$ cat src/verilog/tunnel_pkg.sv
// Package: constants and types for the tunnel-mode host handshake
package tunnel_pkg;
    // Host command codes and inquiry reply code
    localparam logic [7:0] CMD_INQUIRY      = 8'h28;
    localparam logic [7:0] CMD_RESULT_OK    = 8'hF8;
    localparam logic [7:0] CMD_RESULT_ERR   = 8'hE8;
    localparam logic [7:0] RSP_INQUIRY      = 8'h08;
    // Reader/writer request codes
    localparam logic [7:0] RW_READ_JIS      = 8'h06;
    localparam logic [7:0] RW_READ_ISO      = 8'hB0;
    localparam logic [7:0] RW_WRITE_JIS     = 8'h08;
    localparam logic [7:0] RW_WRITE_ISO     = 8'hD6;
    // Address word layout
    localparam int         ADDR_ZERO_BIT    = 15;
    localparam int         MODE_HI          = 14;
    localparam int         MODE_LO          = 12;
    localparam logic [2:0] MODE_TUNNEL      = 3'h4;
    localparam logic [2:0] SERIAL_CLOCKED   = 3'h7;
    localparam int         SEL_HI           = 7;
    localparam int         SEL_LO           = 5;
    // Timing
    localparam int         CLOCK_HZ         = 25000000;
    localparam int         INQUIRY_COMMAND_WAIT_MS    = 100;
    localparam int         UART_WAIT_MS     = 100;
    localparam int         RESULT_WAIT_MS   = 100;
    localparam int         INQUIRY_COMMAND_WAIT_CYC   = INQUIRY_COMMAND_WAIT_MS * (CLOCK_HZ / 1000);
    localparam int         UART_WAIT_CYC    = UART_WAIT_MS * (CLOCK_HZ / 1000);
    localparam int         RESULT_WAIT_CYC  = RESULT_WAIT_MS * (CLOCK_HZ / 1000);
    localparam logic [3:0] RETRY_DEFAULT    = 4'h3;
    // AXI4-Lite register map
    localparam logic [7:0] REG_CONTROL      = 8'h00;
    localparam logic [7:0] REG_HWPARAM      = 8'h04;
    localparam logic [7:0] REG_STATUS       = 8'h08;
    localparam logic [7:0] REG_RESULT       = 8'h0C;
    localparam logic [1:0] RESP_OKAY        = 2'h0;
    localparam logic [1:0] RESP_SLVERR      = 2'h2;

    typedef enum logic [1:0] {
        REQ_NONE,
        REQ_READ,
        REQ_WRITE
    } req_kind_t;

    typedef struct packed {
        logic [7:0]  code;
        logic        iso;
        logic [11:0] start_addr;
        logic [7:0]  length;
        logic [2:0]  mode;
    } rw_req_t;
endpackage

$ cat src/verilog/tunnel_host_handshake.sv
// Tunnel-mode relay between reader/writer requests and the host serial link
// Function
// - Tunnel request from reader/writer raises host attention.
// - Clocked serial attention uses only the attention pin, never data out.
// - Attention held low until host serial clock edges are seen.
// - Inquiry timeout measured from attention falling edge.
// - Asynchronous serial uses the longer of the two wait limits.
// - No attention retry after inquiry timeout on clocked serial.
// - Interface type from select pin with supply, else select default.
// - Inquiry reply carries the pending request content; here sent on clocked serial only, asynchronous serial sends no reply.
// - Address upper byte bit 7 always zero.
// - Upper-byte bits 6..4 are mode; 100 means tunnel mode.
// - Mode bits tell plaintext or encrypted exchange.
// - Asynchronous commands start timing at data field, not sync code.
// - Non-inquiry commands while waiting increment the retry counter.
// - Result wait timing starts right after first inquiry reply.
// - Time between another command and its reply excluded from result wait; here only the one ST_OTHER cycle, as no reply is sent.
// - Inquiry command byte is 0x28.
// - Result command 0xF8 normal, 0xE8 error.
// - Read request codes 0x06 or 0xB0.
// - Write request codes 0x08 or 0xD6.
// - Inquiry reply: 0x08, big-endian address, length byte.
//
// Implementation choices: the AXI4-Lite register port and the register offsets.
module tunnel_host_handshake
    import tunnel_pkg::*;
#(
    parameter int INQUIRY_COMMAND_CYC  = INQUIRY_COMMAND_WAIT_CYC,
    parameter int UART_CYC   = UART_WAIT_CYC,
    parameter int RESULT_CYC = RESULT_WAIT_CYC
) (
    // Clock and reset
    input  wire  logic        clock,
    input  wire  logic        reset_n,
    // Reader/writer request
    input  wire  logic        rw_valid,
    input  wire  rw_req_t     rw_req,
    output logic              rw_done,
    output logic              rw_error,
    // Host serial link
    input  wire  logic        serial_clk,
    input  wire  logic        serial_din,
    output logic              serial_dout,
    output logic              host_attention_request_n,
    // Async-side command strobe
    input  wire  logic        uart_cmd_valid,
    input  wire  logic [7:0]  uart_cmd,
    // Straps
    input  wire  logic        host_side_supply,
    input  wire  logic        interface_select_pin,
    // AXI4-Lite slave
    input  wire  logic [7:0]  s_axi_awaddr,
    input  wire  logic        s_axi_awvalid,
    output logic              s_axi_awready,
    input  wire  logic [31:0] s_axi_wdata,
    input  wire  logic [3:0]  s_axi_wstrb,
    input  wire  logic        s_axi_wvalid,
    output logic              s_axi_wready,
    output logic [1:0]        s_axi_bresp,
    output logic              s_axi_bvalid,
    input  wire  logic        s_axi_bready,
    input  wire  logic [7:0]  s_axi_araddr,
    input  wire  logic        s_axi_arvalid,
    output logic              s_axi_arready,
    output logic [31:0]       s_axi_rdata,
    output logic [1:0]        s_axi_rresp,
    output logic              s_axi_rvalid,
    input  wire  logic        s_axi_rready
);

    typedef enum logic [2:0] {
        ST_IDLE,
        ST_WAIT_INQUIRY_COMMAND,
        ST_REPLY,
        ST_WAIT_RESULT,
        ST_OTHER,
        ST_DONE
    } state_t;

    // ------------------------------------------------------------
    // Pin synchronisers
    // ------------------------------------------------------------
    logic [2:0] sck_s_q;
    logic [2:0] din_s_q;
    logic       sck_q;
    logic       din_q;
    logic       sck_rise;
    logic       sck_fall;

    always_ff @(posedge clock or negedge reset_n) begin
        if (!reset_n) begin
            sck_s_q <= 3'h0;
            din_s_q <= 3'h0;
            sck_q   <= 1'b0;
            din_q   <= 1'b0;
        end else begin
            sck_s_q <= {sck_s_q[1:0], serial_clk};
            din_s_q <= {din_s_q[1:0], serial_din};
            if (sck_s_q[1] == sck_s_q[2])
                sck_q <= sck_s_q[2];
            if (din_s_q[1] == din_s_q[2])
                din_q <= din_s_q[2];
        end
    end

    assign sck_rise = (sck_s_q[1] == sck_s_q[2]) && sck_s_q[2] && !sck_q;
    assign sck_fall = (sck_s_q[1] == sck_s_q[2]) && !sck_s_q[2] && sck_q;

    // ------------------------------------------------------------
    // Registers
    // ------------------------------------------------------------
    logic [15:0] hwparam_q;
    logic [3:0]  retry_limit_q;
    logic        enable_q;
    logic [7:0]  last_result_q;
    logic [3:0]  retry_cnt_q;
    logic        timeout_flag_q;
    logic        clocked_mode;
    logic        clear_timeout;
    state_t      state_q;

    // Interface type from pin or default field
    assign clocked_mode = host_side_supply ? !interface_select_pin
                                           : (hwparam_q[SEL_HI:SEL_LO] == SERIAL_CLOCKED);

    // ------------------------------------------------------------
    // Serial shifter (MSB first, in on rise, out on fall)
    // ------------------------------------------------------------
    logic [7:0]  rx_shift_q;
    logic [2:0]  rx_cnt_q;
    logic        rx_byte;
    logic [7:0]  rx_data;
    logic [31:0] tx_shift_q;
    logic [5:0]  tx_left_q;
    logic        tx_load;
    logic [31:0] reply;
    rw_req_t     req_q;

    always_ff @(posedge clock or negedge reset_n) begin
        if (!reset_n) begin
            rx_shift_q <= 8'h00;
            rx_cnt_q   <= 3'h0;
        end else if (sck_rise && clocked_mode) begin
            rx_shift_q <= {rx_shift_q[6:0], din_q};
            rx_cnt_q   <= rx_cnt_q + 3'h1;
        end
    end

    assign rx_byte = clocked_mode ? (sck_rise && rx_cnt_q == 3'h7) : uart_cmd_valid;
    assign rx_data = clocked_mode ? {rx_shift_q[6:0], din_q} : uart_cmd;

    // Reply: code, big-endian address, length
    assign reply = {RSP_INQUIRY, 1'b0, req_q.mode, req_q.start_addr, req_q.length};

    always_ff @(posedge clock or negedge reset_n) begin
        if (!reset_n) begin
            tx_shift_q <= 32'h0;
            tx_left_q  <= 6'h0;
        end else if (tx_load && clocked_mode) begin
            tx_shift_q <= reply;
            tx_left_q  <= 6'h20;
        end else if (sck_fall && tx_left_q != 6'h0) begin
            tx_shift_q <= {tx_shift_q[30:0], 1'b0};
            tx_left_q  <= tx_left_q - 6'h1;
        end
    end

    // Attention only on dedicated pin, data line carries reply only
    always_ff @(posedge clock or negedge reset_n) begin
        if (!reset_n)
            serial_dout <= 1'b1;
        else
            serial_dout <= (tx_left_q != 6'h0) ? tx_shift_q[31] : 1'b1;
    end

    // ------------------------------------------------------------
    // Request decode and main sequence
    // ------------------------------------------------------------
    function automatic req_kind_t decode_req(input rw_req_t r);
        if ((!r.iso && r.code == RW_READ_JIS) || (r.iso && r.code == RW_READ_ISO))
            return REQ_READ;
        else if ((!r.iso && r.code == RW_WRITE_JIS) || (r.iso && r.code == RW_WRITE_ISO))
            return REQ_WRITE;
        else
            return REQ_NONE;
    endfunction

    logic [31:0] wait_cnt_q;
    logic [31:0] inquiry_command_limit;

    // Longer limit for async serial
    assign inquiry_command_limit = clocked_mode ? 32'(INQUIRY_COMMAND_CYC)
                                      : ((INQUIRY_COMMAND_CYC > UART_CYC) ? 32'(INQUIRY_COMMAND_CYC) : 32'(UART_CYC));
    assign tx_load     = (state_q == ST_WAIT_INQUIRY_COMMAND) && rx_byte && rx_data == CMD_INQUIRY;

    always_ff @(posedge clock or negedge reset_n) begin
        if (!reset_n) begin
            state_q        <= ST_IDLE;
            req_q          <= '0;
            wait_cnt_q     <= 32'h0;
            retry_cnt_q    <= 4'h0;
            host_attention_request_n <= 1'b1;
            rw_done        <= 1'b0;
            rw_error       <= 1'b0;
            timeout_flag_q <= 1'b0;
            last_result_q  <= 8'h00;
        end else begin
            rw_done  <= 1'b0;
            rw_error <= 1'b0;
            if (clear_timeout)
                timeout_flag_q <= 1'b0;
            case (state_q)
                ST_IDLE: begin
                    if (enable_q && rw_valid && decode_req(rw_req) != REQ_NONE) begin
                        req_q                    <= rw_req;
                        host_attention_request_n <= 1'b0;
                        wait_cnt_q               <= 32'h0;
                        retry_cnt_q              <= 4'h0;
                        state_q                  <= ST_WAIT_INQUIRY_COMMAND;
                    end
                end
                ST_WAIT_INQUIRY_COMMAND: begin
                    if (sck_rise)
                        host_attention_request_n <= 1'b1;
                    wait_cnt_q <= wait_cnt_q + 32'h1;
                    if (tx_load) begin
                        host_attention_request_n <= 1'b1;
                        state_q                  <= ST_REPLY;
                    end else if (rx_byte) begin
                        retry_cnt_q <= retry_cnt_q + 4'h1;
                        if (retry_cnt_q + 4'h1 >= retry_limit_q) begin
                            host_attention_request_n <= 1'b1;
                            rw_error                 <= 1'b1;
                            state_q                  <= ST_IDLE;
                        end
                    end else if (wait_cnt_q >= inquiry_command_limit - 32'h1) begin
                        // No attention retry; abandon
                        host_attention_request_n <= 1'b1;
                        timeout_flag_q           <= 1'b1;
                        rw_error                 <= 1'b1;
                        state_q                  <= ST_IDLE;
                    end
                end
                ST_REPLY: begin
                    if (!clocked_mode || tx_left_q == 6'h0) begin
                        wait_cnt_q <= 32'h0;
                        state_q    <= ST_WAIT_RESULT;
                    end
                end
                ST_WAIT_RESULT: begin
                    wait_cnt_q <= wait_cnt_q + 32'h1;
                    if (rx_byte && (rx_data == CMD_RESULT_OK || rx_data == CMD_RESULT_ERR)) begin
                        last_result_q <= rx_data;
                        rw_done       <= (rx_data == CMD_RESULT_OK);
                        rw_error      <= (rx_data == CMD_RESULT_ERR);
                        state_q       <= ST_IDLE;
                    end else if (rx_byte) begin
                        state_q <= ST_OTHER;
                    end else if (wait_cnt_q >= 32'(RESULT_CYC) - 32'h1) begin
                        timeout_flag_q <= 1'b1;
                        rw_error       <= 1'b1;
                        state_q        <= ST_IDLE;
                    end
                end
                ST_OTHER: begin
                    // Counter frozen until the reply shifter is idle; no reply is sent for the other command
                    if (!clocked_mode || tx_left_q == 6'h0)
                        state_q <= ST_WAIT_RESULT;
                end
                default: state_q <= ST_IDLE;
            endcase
            if (state_q == ST_WAIT_INQUIRY_COMMAND && wait_cnt_q >= inquiry_command_limit - 32'h1 && !rx_byte)
                timeout_flag_q <= 1'b1;
        end
    end

    // ------------------------------------------------------------
    // AXI4-Lite slave
    // ------------------------------------------------------------
    logic       aw_have_q;
    logic       w_have_q;
    logic [7:0] aw_addr_q;
    logic [31:0] w_data_q;
    logic [3:0] w_strb_q;
    logic       do_write;

    assign s_axi_awready = !aw_have_q && !s_axi_bvalid;
    assign s_axi_wready  = !w_have_q && !s_axi_bvalid;
    assign s_axi_arready = !s_axi_rvalid;
    assign do_write      = aw_have_q && w_have_q && !s_axi_bvalid;
    assign clear_timeout = do_write && aw_addr_q == REG_STATUS && w_strb_q[0] && w_data_q[0];

    always_ff @(posedge clock or negedge reset_n) begin
        if (!reset_n) begin
            aw_have_q     <= 1'b0;
            w_have_q      <= 1'b0;
            aw_addr_q     <= 8'h00;
            w_data_q      <= 32'h0;
            w_strb_q      <= 4'h0;
            s_axi_bvalid  <= 1'b0;
            s_axi_bresp   <= RESP_OKAY;
            enable_q      <= 1'b0;
            retry_limit_q <= RETRY_DEFAULT;
            hwparam_q     <= 16'h0000;
        end else begin
            if (s_axi_awvalid && s_axi_awready) begin
                aw_have_q <= 1'b1;
                aw_addr_q <= s_axi_awaddr;
            end
            if (s_axi_wvalid && s_axi_wready) begin
                w_have_q <= 1'b1;
                w_data_q <= s_axi_wdata;
                w_strb_q <= s_axi_wstrb;
            end
            if (s_axi_bvalid && s_axi_bready)
                s_axi_bvalid <= 1'b0;
            if (do_write) begin
                aw_have_q    <= 1'b0;
                w_have_q     <= 1'b0;
                s_axi_bvalid <= 1'b1;
                s_axi_bresp  <= RESP_OKAY;
                if (aw_addr_q == REG_CONTROL) begin
                    if (w_strb_q[0]) begin
                        enable_q      <= w_data_q[0];
                        retry_limit_q <= w_data_q[7:4];
                    end
                end else if (aw_addr_q == REG_HWPARAM) begin
                    if (w_strb_q[0]) hwparam_q[7:0]  <= w_data_q[7:0];
                    if (w_strb_q[1]) hwparam_q[15:8] <= w_data_q[15:8];
                end else if (aw_addr_q != REG_STATUS) begin
                    s_axi_bresp <= RESP_SLVERR;
                end
            end
        end
    end

    always_ff @(posedge clock or negedge reset_n) begin
        if (!reset_n) begin
            s_axi_rvalid <= 1'b0;
            s_axi_rdata  <= 32'h0;
            s_axi_rresp  <= RESP_OKAY;
        end else if (s_axi_arvalid && s_axi_arready) begin
            s_axi_rvalid <= 1'b1;
            s_axi_rresp  <= RESP_OKAY;
            if (s_axi_araddr == REG_CONTROL)
                s_axi_rdata <= {24'h0, retry_limit_q, 3'h0, enable_q};
            else if (s_axi_araddr == REG_HWPARAM)
                s_axi_rdata <= {16'h0, hwparam_q};
            else if (s_axi_araddr == REG_STATUS)
                s_axi_rdata <= {16'h0, retry_cnt_q, 1'b0, 3'(state_q), 5'h0, clocked_mode,
                                !host_attention_request_n, timeout_flag_q};
            else if (s_axi_araddr == REG_RESULT)
                s_axi_rdata <= {24'h0, last_result_q};
            else begin
                s_axi_rdata <= 32'h0;
                s_axi_rresp <= RESP_SLVERR;
            end
        end else if (s_axi_rready) begin
            s_axi_rvalid <= 1'b0;
        end
    end

    // ------------------------------------------------------------
    // Assertions
    // ------------------------------------------------------------
    a_attn_on_request: assert property (@(posedge clock) disable iff (!reset_n)
        state_q == ST_IDLE && enable_q && rw_valid && decode_req(rw_req) != REQ_NONE
        |=> !host_attention_request_n)
        else $error("attention not raised on request");

    a_attn_release: assert property (@(posedge clock) disable iff (!reset_n)
        state_q == ST_WAIT_INQUIRY_COMMAND && sck_rise |=> host_attention_request_n)
        else $error("attention not released on clock");

    a_dout_idle_high: assert property (@(posedge clock) disable iff (!reset_n)
        tx_left_q == 6'h0 |=> serial_dout)
        else $error("data line used outside reply");

    a_addr_msb_zero: assert property (@(posedge clock) disable iff (!reset_n)
        tx_load && clocked_mode |=> tx_shift_q[8 + ADDR_ZERO_BIT] == 1'b0)
        else $error("address msb not zero");

    a_reply_code: assert property (@(posedge clock) disable iff (!reset_n)
        tx_load && clocked_mode |=> tx_shift_q[31:24] == RSP_INQUIRY && tx_left_q == 6'h20)
        else $error("bad inquiry reply load");

    a_inquiry_accept: assert property (@(posedge clock) disable iff (!reset_n)
        state_q == ST_WAIT_INQUIRY_COMMAND && rx_byte && rx_data == CMD_INQUIRY |=> state_q == ST_REPLY)
        else $error("inquiry not accepted");

    a_result_ok: assert property (@(posedge clock) disable iff (!reset_n)
        state_q == ST_WAIT_RESULT && rx_byte && rx_data == CMD_RESULT_OK |=> rw_done && state_q == ST_IDLE)
        else $error("normal result not completed");

    a_other_freeze: assert property (@(posedge clock) disable iff (!reset_n)
        state_q == ST_OTHER |=> $stable(wait_cnt_q))
        else $error("result wait counted during other command");

    a_retry_count: assert property (@(posedge clock) disable iff (!reset_n)
        state_q == ST_WAIT_INQUIRY_COMMAND && rx_byte && rx_data != CMD_INQUIRY
        |=> retry_cnt_q == $past(retry_cnt_q) + 4'h1)
        else $error("retry counter not advanced");

    a_result_timeout: assert property (@(posedge clock) disable iff (!reset_n)
        state_q == ST_WAIT_RESULT && !rx_byte && wait_cnt_q >= 32'(RESULT_CYC) - 32'h1
        |=> state_q == ST_IDLE && rw_error)
        else $error("result timeout not taken");

endmodule

$ cat config.mk
export PLATFORM = sky130hd
export DESIGN_NAME = tunnel_host_handshake
export DESIGN_NICKNAME = d
export VERILOG_FILES = /design/src/verilog/tunnel_pkg.sv /design/src/verilog/tunnel_host_handshake.sv
export SDC_FILE = /design/constraint.sdc
export NUM_CORES = 1
export LEC_CHECK = 0
export BUFFER_PORTS_ARGS = -buffer_cell sky130_fd_sc_hd__buf_2
export CORE_MARGIN = 3
export CORE_UTILIZATION = 35
export CTS_BUF_LIST = sky130_fd_sc_hd__clkbuf_16
export DETAILED_ROUTE_END_ITERATION = 10
export PLACE_DENSITY_LB_ADDON = 0.2
export SLEW_MARGIN = 20
export SYNTH_ARGS = -nofsm -noshare
export SYNTH_HDL_FRONTEND = slang
export SYNTH_SLANG_ARGS = --single-unit
$ cat constraint.sdc
create_clock -name clock -period 2.9 [get_ports clock]
set_input_delay 0.725 -clock clock [delete_from_list [all_inputs] [get_ports clock]]
set_output_delay 0.725 -clock clock [all_outputs]
set_load 0.01 [all_outputs]
==> results of run 1 <==
[layout make-up]
cell class / count / area [um^2]
Timing Repair Buffer: 149 / 894.6
Clock inverter: 15 / 198.9
Tap cell: 330 / 412.9
Clock buffer: 17 / 425.4
Fill cell: 2481 / 14560
Multi-Input combinational cell: 566 / 3837
Sequential cell: 200 / 5010
Inverter: 17 / 63.81
[worst paths after layout]
path	startpoint	end	slack [ps]	depth (start not counted)
max in group asynchronous	reset_n	host_attention_request_n	1910	2
hold reg to reg	din_s_q[0]	din_s_q[1]	350	0
setup / recovery	rw_req[23]	wait_cnt_q[13]	330	7
setup reg to reg	tx_left_q[2]	wait_cnt_q[13]	450	6
min in group clock	din_s_q[0]	din_s_q[1]	350	0
hold / removal	reset_n	s_axi_rdata[11]	270	1
[layer usage]
metal / share of wire, % / track usage (%) / up-vias
li1: - / - / 3180
met1: 50 / 22.37 / 3179
met2: 44 / 21.33 / 116
met3: 4.1 / 3.187 / 20
met4: 1.0 / 4.127 / 6
met5: 0.24 / 0 / -
[flip-flops by register name, indices dropped and copies added (netlist names), 2 cells and up]
register / count
aw_addr_q: 8
hwparam_q: 16
sck_s_q: 3
last_result_q: 8
retry_cnt_q: 4
tx_shift_q: 32
wait_cnt_q: 32
s_axi_rdata: 16
din_s_q: 3
rx_shift_q: 7
w_strb_q: 2
reply: 23
rx_cnt_q: 3
w_data_q: 16
state_q: 3
retry_limit_q: 4
tx_left_q: 6
[stage by stage]
stage	setup TNS [ps]	setup slack [ps]	hold WS [ps]	instance area (um^2)	util, %
5_1_grt	0	220.0	297.4	10840	42.69
3_5_place_dp	-612.7	-109.8	335.8	10220	40.23
3_3_place_gp	-334.9	-49.98	333.0	10220	40.23
6_report	0	328.6	270.0	10840	42.69
4_1_cts	0	372.5	280.2	10840	42.69
2_1_floorplan	0	195.0	331.2	9168	-
[power groups by stage]
| stage | clock network, W | logic, W | registers [W] |
|---|---|---|---|
| detailed placement | 0 | 0.00186 | 0.00365 |
| finish | 0.00245 | 0.00184 | 0.00359 |
| global route | 0.00265 | 0.00207 | 0.00367 |
| global placement | 0 | 0.00183 | 0.00364 |
| CTS | 0.00253 | 0.00187 | 0.00360 |
| floorplan | 0 | 0.00126 | 0.00356 |
[cells by family (layout without fill, tap and decap cells)]
| kind of cell | Yosys count | after routing | synth area share (%) |
|---|---|---|---|
| AOI/OAI and AO/OA | 157 | 157 | 11.88 |
| xor gates and xnor gates | 15 | 15 | 1.443 |
| adders and majority gates | 13 | 13 | 1.759 |
| buffers and inverters | 68 | 198 | 3.615 |
| DFF | 200 | 200 | 55.03 |
| muxes | 101 | 101 | 12.36 |
| other | 1 | 18 | 0.04119 |
| and+or+nand+nor | 262 | 262 | 13.88 |
[cells in the final DEF, fill, tap and decap left out, types with 7 or more instances in the layout]
master	Yosys	final
conb_1	1	18
mux2i_1	19	19
o31ai_1	18	18
a31oi_1	11	11
ha_1	12	12
and3_1	11	11
nor2_1	48	48
o21ai_1	16	16
buf_2	5	112
inv_1	16	16
clkbuf_16	0	17
or4_1	7	7
o21ai_0	22	22
buf_4	18	32
nand3_1	18	18
nand2_1	109	109
nor3_1	7	7
dfrtp_1	196	196
and2_1	9	9
mux2_2	75	75
a21oi_1	22	22
nor4_1	8	8
xor2_1	11	11
a22oi_1	32	32
nand4_1	12	12
[worst reg2reg max path, cell delays in order (launching register included)]
cell     delay [ps]
dfrtp_1         430
nor4_1          470
a22oi_1         210
a31oi_1         340
o21ai_2         200
or4_1           540
a21oi_1         180
[synth_stat cells, types with 6 or more instances]
cell type / number / share of area, %
mux2_2: 75 / 9.3
nor2_1: 48 / 2.0
or2_2: 6 / 0.41
buf_4: 18 / 1.5
or4_1: 7 / 0.58
nand3_1: 18 / 0.99
a31oi_1: 11 / 0.76
o21ai_0: 22 / 1.2
o21ai_1: 16 / 0.88
and2_1: 9 / 0.62
dfrtp_1: 196 / 54
mux2_1: 6 / 0.74
mux2i_1: 19 / 2.1
nand2_1: 109 / 4.5
inv_1: 16 / 0.66
ha_1: 12 / 1.6
nor3_1: 7 / 0.38
xor2_1: 11 / 1.1
clkbuf_1: 27 / 1.1
nand4_1: 12 / 0.82
o31ai_1: 18 / 1.5
a22oi_1: 32 / 2.6
a21oi_1: 22 / 1.2
nor4_1: 8 / 0.55
and3_1: 11 / 0.76
o2111ai_1: 6 / 0.58
==> run summary, run 1 <==
DRT iter0 DRCs = 332
DRC viols = 0
Initial Util = 35.84%
hold buffers post-CTS = 0
dpl cells = 1262
Req. time, crit path = 3250 ps
total chip power = 0.007879 W
Worst Skew = 18.17 ps
Max FO, Critical Path = 10
layout cells sized above 1 = 28.53%
DP HPWL = 14070 um
CP delay by family, top = compound AO/OA/AOI/OAI gates
flops & latches, synth = 200
Row Count = 58
largest net degree at the start of global routing = 64
Die W = 167.3 um
unrepaired setup endpoints after global routing = no
Pwr Density = 726.7 mW/mm^2
final hold viol count = 0
logic gate share of total power = 23.3%
final setup vio count = 0
status = completed
clock sink count = 200
PortBufs = 113
worst-case clock buffer depth = 2
Net Switching = 0.002556 W
routed len/inst = 15.34 um
die area = 0.02798 mm^2
Num CTS Buffers = 17
fin cells = 1294
CP bufs+invs = 1
Synth Flop Type = dfrtp_1
worst path cell trace = buf_2, mux2i_1, or4_4, a2111oi_4, o21ai_2, or4_1, a21oi_1
fin crit period = 2571 ps
Detailed Route WL = 19850 um
DR pass1 iterations = 4
global placer's final weighted congestion = 0.8115
CTS tree = built
internal power = 0.005324 W
actual slew at the worst max-slew pin = 704.2 ps
Slew Viols, Final = 0
worst skew pair latency = 440 ps
Worst-path clk slew = 80 ps
routed vias = 6501
initial antenna violation count = 3
vias in the first global route = 6438
Root Buffer = clkbuf_16
period utilization = 88.67%
Netlist Area Pre-Place = 0.009104 mm^2
Clk pwr share = 31.1%
ANT cells = 0
via/cell ratio = 5.024
CP max stage cell = a2111oi_4
Worst Setup End Kind = flip-flop
gr ovfl total = 0
syn_area_per_cell = 11.14 um^2
critical path arrival = 2920 ps
number of max-cap violations = 0
Async S/R FF share, synth = 100.0%
Clock H-tree levels = 4
critical path class = input port to flip-flop
Max Clock Freq = 388.9 MHz
height of the die = 167.3 um
Rel. slew slack = 52.94%
Top-Level Pins = 150
Placeable Area = 0.02540 mm^2
GRT Total Usage = 14.76%
Min-Delay Path Class = input port to async pin
first-pass GRT wire length = 33970 um
Netlist cell types = 67
register area share after synthesis = 55.03%
Post-CTS Setup Inserts = 0
Post-synth EDFFs = 0
peak supply drop = 462.3 uV
cells after synthesis = 817
Area Overhead vs Synth = 19.10%
largest stage delay on the critical path = 590 ps
Pleak = 5.203 nW
Final nets = 1068
Ys Warns = 0
Post-CTS Resized = 0
Final ANT Viol Nets = 0
sw frac = 32.43%
startpoint types = input port
sequential fraction of design power = 45.6%
No activity file was read; power rests on OpenSTA's default activity.
==> run 2, diff against run 1 <==
--- a/config.mk
+++ b/config.mk
@@ -10,6 +10,7 @@
 export CORE_UTILIZATION = 35
 export CTS_BUF_LIST = sky130_fd_sc_hd__clkbuf_16
 export DETAILED_ROUTE_END_ITERATION = 10
+export GPL_TIMING_DRIVEN = 0
 export PLACE_DENSITY_LB_ADDON = 0.2
 export SLEW_MARGIN = 20
 export SYNTH_ARGS = -nofsm -noshare
==> run 2 against run 1 <==
Net effect: total power is 1.8% higher; sequential share of layout area is 0.54 points lower; sequential cell count stayed put; maximum frequency is 4.1% lower; largest cell class unchanged.
==> run summary, run 2 (same netlist as run 1, synthesis figures left out) <==
status = completed (unchanged)
sequential fraction of design power = 44.9% (was 45.6%)
Root Buffer = clkbuf_16 (unchanged)
R2R depth = 7 (was 6)
Worst Setup End Kind = flip-flop (unchanged)
initial antenna violation count = 4 (was 3)
RR Endpoint = tx_shift_q[5] (was wait_cnt_q[13])
setup ws final = 218.3 ps (was 328.6 ps)
Max FO, Critical Path = 10 (unchanged)
largest net degree at the start of global routing = 92 (was 64)
Die W = 167.3 um (unchanged)
post-place setup slack = -616.0 ps (was -109.8 ps)
Pleak = 5.248 nW (was 5.203 nW)
logic gate share of total power = 23.1% (was 23.3%)
startpoint types = input port (unchanged)
die area = 0.02798 mm^2 (unchanged)
height of the die = 167.3 um (unchanged)
Row Count = 58 (unchanged)
Top-Level Pins = 150 (unchanged)
Pwr Density = 730.9 mW/mm^2 (was 726.7 mW/mm^2)
DRT iter0 DRCs = 393 (was 332)
most frequent cells in the layout = 196 x dfrtp_1, 117 x buf_2, 109 x nand2_1, 75 x mux2_2, 48 x nor2_1 (was 196 x dfrtp_1, 112 x buf_2, 109 x nand2_1, 75 x mux2_2, 48 x nor2_1)
most common cell after layout, fill and taps aside = dfrtp_1 (unchanged)
Final ANT Viol Nets = 0 (unchanged)
CP bufs+invs = 2 (was 1)
worst path cell trace = buf_2, nand4b_1, nand2_1, mux2i_1, o41a_1, clkbuf_1, nand2_1, nand2_1 (was buf_2, mux2i_1, or4_4, a2111oi_4, o21ai_2, or4_1, a21oi_1)
vias in the first global route = 6542 (was 6438)
hold_ws = 94.16 ps (was 270.0 ps)
Clock H-tree levels = 4 (unchanged)
CP max stage cell = mux2i_1 (was a2111oi_4)
number of max-cap violations = 0 (unchanged)
GRT Total Usage = 15.26% (was 14.76%)
CTS tree = built (unchanged)
Num CTS Buffers = 17 (unchanged)
Final nets = 1091 (was 1068)
critical path class = input port to flip-flop (unchanged)
routed vias = 6755 (was 6501)
Min-Delay Path Class = input port to async pin (unchanged)
worst-case clock buffer depth = 2 (unchanged)
CP most frequent cell = nand2_1
layout cells sized above 1 = 27.96% (was 28.53%)
final hold viol count = 0 (unchanged)
Slew Viols, Final = 0 (unchanged)
DR pass1 iterations = 5 (was 4)
PortBufs = 113 (unchanged)
final setup vio count = 0 (unchanged)
gr ovfl total = 0 (unchanged)
Detailed Route WL = 21030 um (was 19850 um)
Initial Util = 35.84% (unchanged)
Critical R2R Launch = state_q[0] (was tx_left_q[2])
internal power = 0.005312 W (was 0.005324 W)
via/cell ratio = 5.129 (was 5.024)
fin crit period = 2682 ps (was 2571 ps)
Req. time, crit path = 3280 ps (was 3250 ps)
CP delay by family, top = simple AND/OR/NAND/NOR gates (was compound AO/OA/AOI/OAI gates)
actual slew at the worst max-slew pin = 760.5 ps (was 704.2 ps)
Placeable Area = 0.02540 mm^2 (unchanged)
peak supply drop = 472.0 uV (was 462.3 uV)
Area Overhead vs Synth = 20.52% (was 19.10%)
DRC viols = 0 (unchanged)
routed len/inst = 15.97 um (was 15.34 um)
worst skew pair latency = 440 ps (about the same)
largest stage delay on the critical path = 690 ps (was 590 ps)
Worst-path clk slew = 80 ps (about the same)
Net Switching = 0.002707 W (was 0.002556 W)
Max Clock Freq = 372.9 MHz (was 388.9 MHz)
sw frac = 33.76% (was 32.43%)
Reg2Reg Setup Slack = 250 ps (was 450 ps)
Clk pwr share = 32.1% (was 31.1%)
critical path arrival = 3060 ps (was 2920 ps)
Rel. slew slack = 47.85% (was 52.94%)
filler instances = 2494 (was 2481)
ANT cells = 0 (unchanged)
DP HPWL = 15040 um (was 14070 um)
Worst Skew = 19.53 ps (was 18.17 ps)
global placer's final weighted congestion = 0.7859 (was 0.8115)
clock sink count = 200 (unchanged)
period utilization = 92.47% (was 88.67%)
first-pass GRT wire length = 34970 um (was 33970 um)
==> run 2: cell count changes in the layout (fill, tap and decap cells not counted), moves of 2 or more <==
cell,previous run,this run
buf_12,4,1
buf_16,0,2
buf_2,112,117
buf_4,32,23
clkbuf_1,0,24
clkbuf_2,0,3
inv_12,1,5
==> run 2: repair_timing <==
action / 4_1_cts / 5_1_grt
hold buffers: 0 / 0
pin swaps: 1 / 1
buffers inserted: 3 / 3
endpoints found under the setup margin: 66 / 72
hold endpoints to repair: 0 / 0
resized for setup: 3 / 9
gates cloned: 0 / 0
==> run 2: worst max path at each step <==
stage	slack (ps)	cells after the start	startpoint	endpoint
2_1_floorplan	190	6	rw_req[25]	reply[0]
3_3_place_gp	-2470	1	reset_n	reply[16]
3_5_place_dp	-620	7	host_side_supply	tx_shift_q[28]
4_1_cts	40	9	host_side_supply	wait_cnt_q[16]
5_1_grt	-20	8	host_side_supply	tx_shift_q[12]
6_report	220	8	host_side_supply	tx_shift_q[5]
==> run 2: final cells by class <==
type | instances | area, um^2 | share of cell area [%]
Buffer | 51 | 269.0 | 2.452
Clock buffer | 17 | 425.4 | 3.877
Clock inverter | 15 | 227.7 | 2.075
Inverter | 17 | 67.56 | 0.6158
Multi-Input combinational cell | 566 | 3871 | 35.28
Sequential cell | 200 | 5010 | 45.66
Tap cell | 330 | 412.9 | 3.763
Timing Repair Buffer | 121 | 688.2 | 6.272
==> run 2: power groups by stage <==
| stage | logic, W | registers, W | clock network (W) |
|---|---|---|---|
| finish | 0.00185 | 0.00360 | 0.00257 |
| global placement | 0.00179 | 0.00364 | 0 |
| detailed placement | 0.00182 | 0.00365 | 0 |
| global route | 0.00208 | 0.00368 | 0.00274 |
| floorplan | 0.00126 | 0.00356 | 0 |
| CTS | 0.00184 | 0.00360 | 0.00264 |
==> run 2: metal layers <==
| metal | share of wire (%) | routed length, um | global-route usage (%) |
|---|---|---|---|
| met3 | 4.5 | 949 | 3.494 |
| met5 | 0.24 | 50 | 0 |
| met4 | 0.94 | 197 | 3.735 |
| met1 | 47 | 9962 | 21.95 |
| met2 | 47 | 9867 | 23.55 |
==> run 2: metrics by stage <==
stage               power (W)  area, um^2  util [%]  TNS [ps]  cells
floorplan            0.004819        9168         -         0    834
global placement     0.005421       10150     39.95   -533090   1277
detailed placement   0.005476       10210     40.20    -49310   1279
CTS                  0.008084       10900     42.93         0   1314
global route         0.008497       10970     43.20    -71.50   1317
finish               0.008019       10970     43.20         0   1317
